$ cat src/btsu_pkg.sv
// Behaviour
// - Single swap exchanges aux_reg_4 and temp_reg_0.
// - Pair swap exchanges aux_reg_4/temp_reg_0 and aux_reg_5/temp_reg_1 together.
// - Block swap exchanges aux_reg_4..7 with temp_reg_0..3 in order, together.
// - Bit-pair test uses data-unit ALU for accumulators, address-unit otherwise.
// - Bit-pair test: bit at address to flag one, address+1 to flag two.
// - Accumulator source uses low six address bits; valid 0 to 38.
// - Accumulator address 39: bit 39 to flag one, zero to flag two.
// - Any other out-of-range accumulator address clears both test flags.
// - Register source uses low four address bits; valid 0 to 14.
// - Register address 15: bit 15 to flag one, zero to flag two.
// - Bit-pair test may repeat back to back; tests change no source.
// - Memory bit test, address-unit ALU, bit chosen by register or immediate.
// - Register-selected memory bit uses low four register bits, 0 to 15.
// - Single register test copies a temp register bit to chosen flag.
package btsu_pkg;
   typedef enum logic [2:0] {
      BTSU_OP_NONE = 3'h0,
      BTSU_OP_SWAP = 3'h1,
      BTSU_OP_PAIR = 3'h3,
      BTSU_OP_BLOCK = 3'h2,
      BTSU_OP_BPAIR = 3'h6,
      BTSU_OP_TREG = 3'h7,
      BTSU_OP_TMEM = 3'h5
   } btsu_op_e;
   localparam int unsigned BTSU_DATA_W = 16;
   localparam int unsigned BTSU_ACC_W = 40;
   localparam logic [5:0] BTSU_ACC_LAST = 6'h26;
   localparam logic [5:0] BTSU_ACC_TOP = 6'h27;
   localparam logic [3:0] BTSU_REG_TOP = 4'hf;
   localparam logic [7:0] BTSU_ADR_AUX = 8'h00;
   localparam logic [7:0] BTSU_ADR_TEMP = 8'h10;
   localparam logic [7:0] BTSU_ADR_FLAG = 8'h20;
   localparam int unsigned BTSU_FLAG_ONE_BIT = 0;
   localparam int unsigned BTSU_FLAG_TWO_BIT = 1;
   localparam logic [15:0] BTSU_REG_RESET = 16'h0000;
endpackage

$ cat src/btsu_unit.sv
// The Wishbone register port and the register offsets were decided locally.
`timescale 1ns/1ps
`default_nettype none
module btsu_unit
   import btsu_pkg::*;
#(
   parameter int unsigned ADR_W = 8
) (
   input wire logic clk_i,
   input wire logic rst_i,
   input wire logic wb_cyc_i,
   input wire logic wb_stb_i,
   input wire logic wb_we_i,
   input wire logic [ADR_W-1:0] wb_adr_i,
   input wire logic [31:0] wb_dat_i,
   input wire logic [3:0] wb_sel_i,
   output logic [31:0] wb_dat_o,
   output logic wb_ack_o,
   input wire logic op_valid_i,
   input wire logic [2:0] op_code_i,
   input wire logic src_is_acc_i,
   input wire logic [BTSU_ACC_W-1:0] acc_i,
   input wire logic [BTSU_DATA_W-1:0] reg_src_i,
   input wire logic [BTSU_DATA_W-1:0] bit_addr_i,
   input wire logic [1:0] temp_sel_i,
   input wire logic [BTSU_DATA_W-1:0] mem_data_i,
   input wire logic use_imm_i,
   input wire logic [3:0] imm_bit_index_i,
   input wire logic flag_sel_i,
   output logic test_flag_one_o,
   output logic test_flag_two_o,
   output logic du_sel_o,
   output logic done_o
);
   // Decode needs address bits 4:2 plus the flag word at 0x20
   if (ADR_W < 6 || ADR_W > 32) begin : g_adr_w_bad
      $error("btsu_unit: ADR_W must be 6 to 32");
   end

   logic [15:0] aux [4];
   logic [15:0] tmp [4];
   logic [15:0] next_aux [4];
   logic [15:0] next_tmp [4];
   logic flag_one;
   logic flag_two;
   logic next_flag_one;
   logic next_flag_two;
   logic du_sel;
   logic next_du_sel;
   logic done;
   logic next_done;
   logic ack;
   logic next_ack;
   logic [31:0] rdat;
   logic [31:0] next_rdat;

   logic op_go;
   logic wb_req;
   logic wb_wr;
   logic [5:0] acc_addr;
   logic [3:0] reg_addr;
   logic [3:0] mem_idx;
   logic [BTSU_ACC_W-1:0] acc_sh;
   logic [15:0] reg_sh;
   logic pair_one;
   logic pair_two;
   logic single_bit;
   logic [1:0] widx;
   logic [15:0] wval;
   logic wb_in_regs;

   // No busy state, so a held strobe repeats the op every cycle
   assign op_go = op_valid_i;
   assign wb_req = wb_cyc_i & wb_stb_i & ~ack;
   assign wb_wr = wb_req & wb_we_i;
   assign widx = wb_adr_i[3:2];
   // Whole-address compare, so wider buses cannot alias the words
   assign wb_in_regs = wb_adr_i < ADR_W'(BTSU_ADR_FLAG);
   // Only the low 16 bits exist; lanes 2 and 3 are ignored
   assign wval = {wb_sel_i[1] ? wb_dat_i[15:8] : 8'h00,
                  wb_sel_i[0] ? wb_dat_i[7:0] : 8'h00};

   assign acc_addr = bit_addr_i[5:0];
   assign reg_addr = bit_addr_i[3:0];
   assign acc_sh = acc_i >> acc_addr;
   assign reg_sh = reg_src_i >> reg_addr;

   // Bit-pair result, out-of-range handling explicit
   always_comb begin
      pair_one = 1'b0;
      pair_two = 1'b0;
      if (src_is_acc_i) begin
         if (acc_addr <= BTSU_ACC_LAST) begin
            pair_one = acc_sh[0];
            pair_two = acc_sh[1];
         end else if (acc_addr == BTSU_ACC_TOP) begin
            pair_one = acc_i[BTSU_ACC_W-1];
            pair_two = 1'b0;
         end else begin
            pair_one = 1'b0;
            pair_two = 1'b0;
         end
      end else begin
         if (reg_addr != BTSU_REG_TOP) begin
            pair_one = reg_sh[0];
            pair_two = reg_sh[1];
         end else begin
            pair_one = reg_src_i[BTSU_DATA_W-1];
            pair_two = 1'b0;
         end
      end
   end

   // Memory index from immediate or low four register bits
   assign mem_idx = use_imm_i ? imm_bit_index_i : reg_src_i[3:0];

   always_comb begin
      single_bit = 1'b0;
      if (op_code_i == BTSU_OP_TMEM) begin
         single_bit = mem_data_i[mem_idx];
      end else begin
         single_bit = tmp[temp_sel_i][reg_addr];
      end
   end

   // Register file: swaps first, bus writes only when no swap
   always_comb begin
      next_aux = aux;
      next_tmp = tmp;
      if (op_go && op_code_i == BTSU_OP_SWAP) begin
         next_aux[0] = tmp[0];
         next_tmp[0] = aux[0];
      end else if (op_go && op_code_i == BTSU_OP_PAIR) begin
         for (int i = 0; i < 2; i++) begin
            next_aux[i] = tmp[i];
            next_tmp[i] = aux[i];
         end
      end else if (op_go && op_code_i == BTSU_OP_BLOCK) begin
         for (int i = 0; i < 4; i++) begin
            next_aux[i] = tmp[i];
            next_tmp[i] = aux[i];
         end
      end else if (wb_wr && wb_in_regs) begin
         if (wb_adr_i[4]) begin
            next_tmp[widx] = wval;
         end else begin
            next_aux[widx] = wval;
         end
      end
   end

   // Test flags; hardware test wins over a same-cycle bus write
   always_comb begin
      next_flag_one = flag_one;
      next_flag_two = flag_two;
      next_du_sel = du_sel;
      next_done = 1'b0;
      if (op_go) begin
         next_done = (op_code_i != BTSU_OP_NONE);
         case (op_code_i)
            BTSU_OP_BPAIR: begin
               next_flag_one = pair_one;
               next_flag_two = pair_two;
               next_du_sel = src_is_acc_i;
            end
            BTSU_OP_TREG, BTSU_OP_TMEM: begin
               next_du_sel = 1'b0;
               if (flag_sel_i) begin
                  next_flag_two = single_bit;
               end else begin
                  next_flag_one = single_bit;
               end
            end
            default: begin
               next_du_sel = du_sel;
            end
         endcase
      end else if (wb_wr && wb_adr_i == ADR_W'(BTSU_ADR_FLAG)) begin
         if (wb_sel_i[0]) begin
            next_flag_one = wb_dat_i[BTSU_FLAG_ONE_BIT];
            next_flag_two = wb_dat_i[BTSU_FLAG_TWO_BIT];
         end
      end
   end

   // Classic Wishbone: ack one cycle after the strobe
   always_comb begin
      next_ack = wb_req;
      next_rdat = 32'h0000_0000;
      if (wb_req && !wb_we_i) begin
         if (wb_in_regs) begin
            next_rdat[15:0] = wb_adr_i[4] ? tmp[widx] : aux[widx];
         end else if (wb_adr_i == ADR_W'(BTSU_ADR_FLAG)) begin
            next_rdat[BTSU_FLAG_ONE_BIT] = flag_one;
            next_rdat[BTSU_FLAG_TWO_BIT] = flag_two;
         end
      end
   end

   always_ff @(posedge clk_i) begin
      if (rst_i) begin
         for (int i = 0; i < 4; i++) begin
            aux[i] <= BTSU_REG_RESET;
            tmp[i] <= BTSU_REG_RESET;
         end
         flag_one <= 1'b0;
         flag_two <= 1'b0;
         du_sel <= 1'b0;
         done <= 1'b0;
         ack <= 1'b0;
         rdat <= 32'h0000_0000;
      end else begin
         aux <= next_aux;
         tmp <= next_tmp;
         flag_one <= next_flag_one;
         flag_two <= next_flag_two;
         du_sel <= next_du_sel;
         done <= next_done;
         ack <= next_ack;
         rdat <= next_rdat;
      end
   end

   assign wb_ack_o = ack;
   assign wb_dat_o = rdat;
   assign test_flag_one_o = flag_one;
   assign test_flag_two_o = flag_two;
   assign du_sel_o = du_sel;
   assign done_o = done;

   property p_swap;
      @(posedge clk_i) disable iff (rst_i)
      op_valid_i && op_code_i == BTSU_OP_SWAP |=>
         aux[0] == $past(tmp[0]) && tmp[0] == $past(aux[0])
         && aux[1] == $past(aux[1]);
   endproperty
   a_swap: assert property (p_swap) else $error("swap wrong");

   property p_pair;
      @(posedge clk_i) disable iff (rst_i)
      op_valid_i && op_code_i == BTSU_OP_PAIR |=>
         aux[1] == $past(tmp[1]) && tmp[0] == $past(aux[0])
         && tmp[2] == $past(tmp[2]);
   endproperty
   a_pair: assert property (p_pair) else $error("pair swap wrong");

   property p_block;
      @(posedge clk_i) disable iff (rst_i)
      op_valid_i && op_code_i == BTSU_OP_BLOCK |=>
         aux[3] == $past(tmp[3]) && tmp[2] == $past(aux[2]);
   endproperty
   a_block: assert property (p_block) else $error("block swap wrong");

   property p_unit;
      @(posedge clk_i) disable iff (rst_i)
      op_valid_i && op_code_i == BTSU_OP_BPAIR |=>
         du_sel_o == $past(src_is_acc_i) && done_o;
   endproperty
   a_unit: assert property (p_unit) else $error("alu choice wrong");

   property p_acc_pair;
      @(posedge clk_i) disable iff (rst_i)
      op_valid_i && op_code_i == BTSU_OP_BPAIR && src_is_acc_i
      && bit_addr_i[5:0] <= BTSU_ACC_LAST |=>
         test_flag_one_o == $past(acc_i[bit_addr_i[5:0]])
         && test_flag_two_o == $past(acc_i[bit_addr_i[5:0] + 6'h01]);
   endproperty
   a_acc_pair: assert property (p_acc_pair) else $error("acc pair");

   property p_acc_top;
      @(posedge clk_i) disable iff (rst_i)
      op_valid_i && op_code_i == BTSU_OP_BPAIR && src_is_acc_i
      && bit_addr_i[5:0] == BTSU_ACC_TOP |=>
         test_flag_one_o == $past(acc_i[39]) && !test_flag_two_o;
   endproperty
   a_acc_top: assert property (p_acc_top) else $error("acc bit 39");

   property p_oor;
      @(posedge clk_i) disable iff (rst_i)
      op_valid_i && op_code_i == BTSU_OP_BPAIR && src_is_acc_i
      && bit_addr_i[5:0] > BTSU_ACC_TOP |=>
         !test_flag_one_o && !test_flag_two_o;
   endproperty
   a_oor: assert property (p_oor) else $error("out of range");

   property p_reg_top;
      @(posedge clk_i) disable iff (rst_i)
      op_valid_i && op_code_i == BTSU_OP_BPAIR && !src_is_acc_i
      && bit_addr_i[3:0] == BTSU_REG_TOP |=>
         test_flag_one_o == $past(reg_src_i[15]) && !test_flag_two_o;
   endproperty
   a_reg_top: assert property (p_reg_top) else $error("reg bit 15");

   property p_keep;
      @(posedge clk_i) disable iff (rst_i)
      op_valid_i && (op_code_i == BTSU_OP_TMEM
      || op_code_i == BTSU_OP_TREG) && flag_sel_i && !wb_wr |=>
         $stable(test_flag_one_o) && $stable(aux[0]) && $stable(tmp[0]);
   endproperty
   a_keep: assert property (p_keep) else $error("other flag moved");

   property p_mem;
      @(posedge clk_i) disable iff (rst_i)
      op_valid_i && op_code_i == BTSU_OP_TMEM && !flag_sel_i
      && !use_imm_i |=>
         test_flag_one_o == $past(mem_data_i[reg_src_i[3:0]]);
   endproperty
   a_mem: assert property (p_mem) else $error("memory bit wrong");

   property p_reg_pair;
      @(posedge clk_i) disable iff (rst_i)
      op_valid_i && op_code_i == BTSU_OP_BPAIR && !src_is_acc_i
      && bit_addr_i[3:0] != BTSU_REG_TOP |=>
         test_flag_one_o == $past(reg_src_i[bit_addr_i[3:0]])
         && test_flag_two_o == $past(reg_src_i[bit_addr_i[3:0] + 4'h1]);
   endproperty
   a_reg_pair: assert property (p_reg_pair) else $error("reg pair");

   // A bus write in the same cycle may legally move a word
   property p_hold;
      @(posedge clk_i) disable iff (rst_i)
      op_valid_i && op_code_i == BTSU_OP_BPAIR && !wb_wr |=>
         $stable(aux[0]) && $stable(aux[1]) && $stable(aux[2])
         && $stable(aux[3]) && $stable(tmp[0]) && $stable(tmp[1])
         && $stable(tmp[2]) && $stable(tmp[3]);
   endproperty
   a_hold: assert property (p_hold) else $error("source moved");

   property p_treg;
      @(posedge clk_i) disable iff (rst_i)
      op_valid_i && op_code_i == BTSU_OP_TREG && !flag_sel_i |=>
         test_flag_one_o == $past(tmp[temp_sel_i][bit_addr_i[3:0]]);
   endproperty
   a_treg: assert property (p_treg) else $error("temp bit wrong");

   property p_imm;
      @(posedge clk_i) disable iff (rst_i)
      op_valid_i && op_code_i == BTSU_OP_TMEM
      && flag_sel_i && use_imm_i |=>
         test_flag_two_o == $past(mem_data_i[imm_bit_index_i]);
   endproperty
   a_imm: assert property (p_imm) else $error("immediate bit");

   property p_keep_two;
      @(posedge clk_i) disable iff (rst_i)
      op_valid_i && (op_code_i == BTSU_OP_TMEM
      || op_code_i == BTSU_OP_TREG) && !flag_sel_i |=>
         $stable(test_flag_two_o);
   endproperty
   a_keep_two: assert property (p_keep_two) else $error("flag moved");
endmodule
`default_nettype wire

$ cat config.mk
export PLATFORM = sky130hd
export DESIGN_NAME = btsu_unit
export DESIGN_NICKNAME = d
export VERILOG_FILES = /design/src/btsu_pkg.sv /design/src/btsu_unit.sv
export SDC_FILE = /design/constraint.sdc
export NUM_CORES = 1
export LEC_CHECK = 0
export BUFFER_PORTS_ARGS = -buffer_cell sky130_fd_sc_hd__buf_4
export CAP_MARGIN = 20
export CORE_MARGIN = 1.5
export CORE_UTILIZATION = 50
export DETAILED_ROUTE_END_ITERATION = 10
export PLACE_DENSITY = 0.81
export SLEW_MARGIN = 20
export SYNTH_ARGS = -nofsm -noshare
export SYNTH_HDL_FRONTEND = slang
export SYNTH_SLANG_ARGS = --single-unit
$ cat constraint.sdc
create_clock -name clk_i -period 3.15 [get_ports clk_i]
set_clock_uncertainty 0.05 [all_clocks]
set_input_delay 0.1575 -clock clk_i [delete_from_list [all_inputs] [get_ports clk_i]]
set_output_delay 0.1575 -clock clk_i [all_outputs]
set_load 0.1 [all_outputs]
==> results.cfg <==
[clock_network]
clock-sinks = 149
tritoncts.num_buffers = 17
htreeDepth = 4
clkLatencyLatePin_ns = 0.42
root_buffer = clkbuf_16
holdBufCountCts = 14
cts.reportedPaths.clkPinSlew_ns = 0.06
cts_buffer_depth = 2
cts_resized = 0
cts_tree = built
post_cts_buffers = 0

[yosys]
ys_ff_latch = 149
ys_types = 50
syn_area_per_cell_um2 = 9.207
synth_cells = 959
synth_edf_count = 0
synth_top_cell_by_area = dfxtp_1
syn_area_um2 = 8830
synth-main-ff-cell = dfxtp_1
synth-async-reset-ratio_pct = 0
yosys_warnings = 0
synth_top_area_share_pct = 33.78
ys_seq_area_share_pct = 33.78
synthTopCellsByArea = dfxtp_1, mux4_2, a21oi_1

[power_and_ir_drop]
cellPowerDensity_nw_per_um2 = 448.2
ir_worst_vdd_mv = 0.3813
leakage_nw = 3.734
fin_total_pwr_w = 0.004788

[layout]
area_growth_pct = 21.00
n_antenna_cell = 0
mostFrequentLayoutCell = buf_4
drive_gt1_share_pct = 26.39
multi_input_area_um2 = 5394
fin_nets = 1214
finish.utilization_pct = 61.77
design_area_um2 = 10680
layout_common_cells = buf_4, dfxtp_1, nor2_1
fillers = 1378
ff_latch_area_um2 = 2983

[worst_setup_path]
cpMaxStageDelayCell = dlygate4sd3_1
crit_path_frequent_cell = buf_4
slowest_delay_ns = 0.55
path_max_fanout = 14
critPathBufInv = 3
setup.worst_path.class = in -> reg
cp_top_family = compound AO/OA/AOI/OAI gates
crit_required_ns = 3.41
end_kind = flop
cp.arrival_ns = 2.77
critical_path.cell_chain = dlygate4sd3_1, buf_4, nand4b_1, a211oi_2, nand2_1, o21ai_2, buf_4, nor2_1, a211oi_1
startpoint_type = primary input

[global_routing]
grt_max_degree = 75
grt_antenna_before_repair = 0
grt_pass1_vias = 8023
grt_overflow = 0
track_usage_pct = 30.08
grt_pass1_wl_mm = 42.69

[sta]
maxSlewViolCount = 0
holdWs_ns = 0.01249
hold_violations = 0
slew_headroom_pct = 47.10
fin_crit_sh_pct = 79.67
rsz0062_at_grt = no
tightest_slew_ns = 0.7934
setup-tns-final_ns = 0
fmax_mhz = 398.5
setup_viol = 0
layout_min_cycle_time_ns = 2.510

[routing]
vias = 8602
drt-total-wl_mm = 27.83
drc = 0
wl_per_cell_um = 21.39
met1_length_mm = 10.12
wl_met2_mm = 13.12
firstDrtPassIters = 7
topRoutingLayerUsed = met4
ant_nets = 0
met3WireLength_mm = 3.297
drt_iter0_drc = 1020
vias_per_cell = 6.612

[floorplan]
initial_utilization_pct = 51.05
std_cell_rows = 48
die_area_um2 = 18470
die_x_um = 135.9
ios = 187
core_area_um2 = 17300
die_y_um = 135.9

[placement]
gp_congestion = 0.8475
placedInstanceArea_um2 = 9958
port_buffers = 142
hpwl_mm = 17.52

[flow_run]
maxCapViolCount = 0

[hold_path]
min_path_type = in -> reg

[status]
status = finished, final reports clean
-- Yosys cell counts (4+ instances only) --
library cell / n
dfxtp_1: 149
nor2_1: 145
a21oi_1: 119
nand2_1: 77
a211oi_1: 67
mux4_2: 65
clkbuf_1: 58
nor3_1: 34
a221oi_1: 32
buf_2: 22
mux2i_1: 21
buf_4: 19
nand3_1: 18
a22oi_1: 17
a32oi_1: 17
mux4_1: 11
nor2b_1: 9
mux2_2: 8
buf_1: 7
nor4_1: 6
o21ai_0: 6
o21ai_1: 5
and2_1: 4
nand2b_1: 4
nand4_1: 4
-- power by group --
group / internal (W) / leakage (nW) / switching, W
sequential: 0.00192 / 1.21 / 0.0000348
clock: 0.00124 / 0.292 / 0.000785
combinational: 0.000328 / 2.24 / 0.000478
total: 0.00349 / 3.73 / 0.00130
-- metrics by stage --
step	instances	setup slack [ns]
6_report	1301	0.6404
5_1_grt	1301	0.4605
4_1_cts	1301	0.7220
3_5_place_dp	1256	0.7493
3_3_place_gp	1256	0.7664
2_1_floorplan	974	0.7706
-- cell families (layout without fill, tap and decap cells) --
family	Yosys count	in the layout	synth area share (%)
compound gates	279	279	21.09
buf+inv	110	212	6.093
flops	149	149	33.78
mux	105	105	23.25
other cells	1	16	0.04247
simple gates	315	315	15.74
-- layer usage --
| metal | GRT usage, % | up-vias |
|---|---|---|
| met4 | 16.08 | 0 |
| met1 | 36.03 | 4053 |
| met2 | 49.89 | 571 |
| met5 | 0 | - |
| li1 | - | 3864 |
| met3 | 7.457 | 114 |
-- worst min-delay path: stages --
cell and delay, ns:
buf_4 0.13, nand4_1 0.07, a21oi_1 0.07
-- layout make-up --
class / instances / share of cell area, %
clock buffers: 22 / 4.532
clock inverters: 9 / 0.9486
inverters: 1 / 0.03513
multi-input cells: 715 / 50.49
flip-flops and latches: 149 / 27.92
well taps: 225 / 2.635
repair buffers: 180 / 13.44
-- path summary, 6_finish.rpt --
kind	end	slack, ns	cells past startpoint	from
min reg2reg	du_sel_o	0.42	2	du_sel_o
min	du_sel_o	0.01	3	op_code_i[2]
max	aux[14]	0.64	9	wb_cyc_i
max reg2reg	aux[14]	0.66	7	wb_ack_o
-- sequential cells by signal, summed over array words and instances (netlist names) --
signal / cells
aux: 64
done_o: 1
du_sel_o: 1
test_flag_one_o: 1
test_flag_two_o: 1
tmp: 64
wb_ack_o: 1
wb_dat_o: 16
Power figures use the tool's default switching activity.
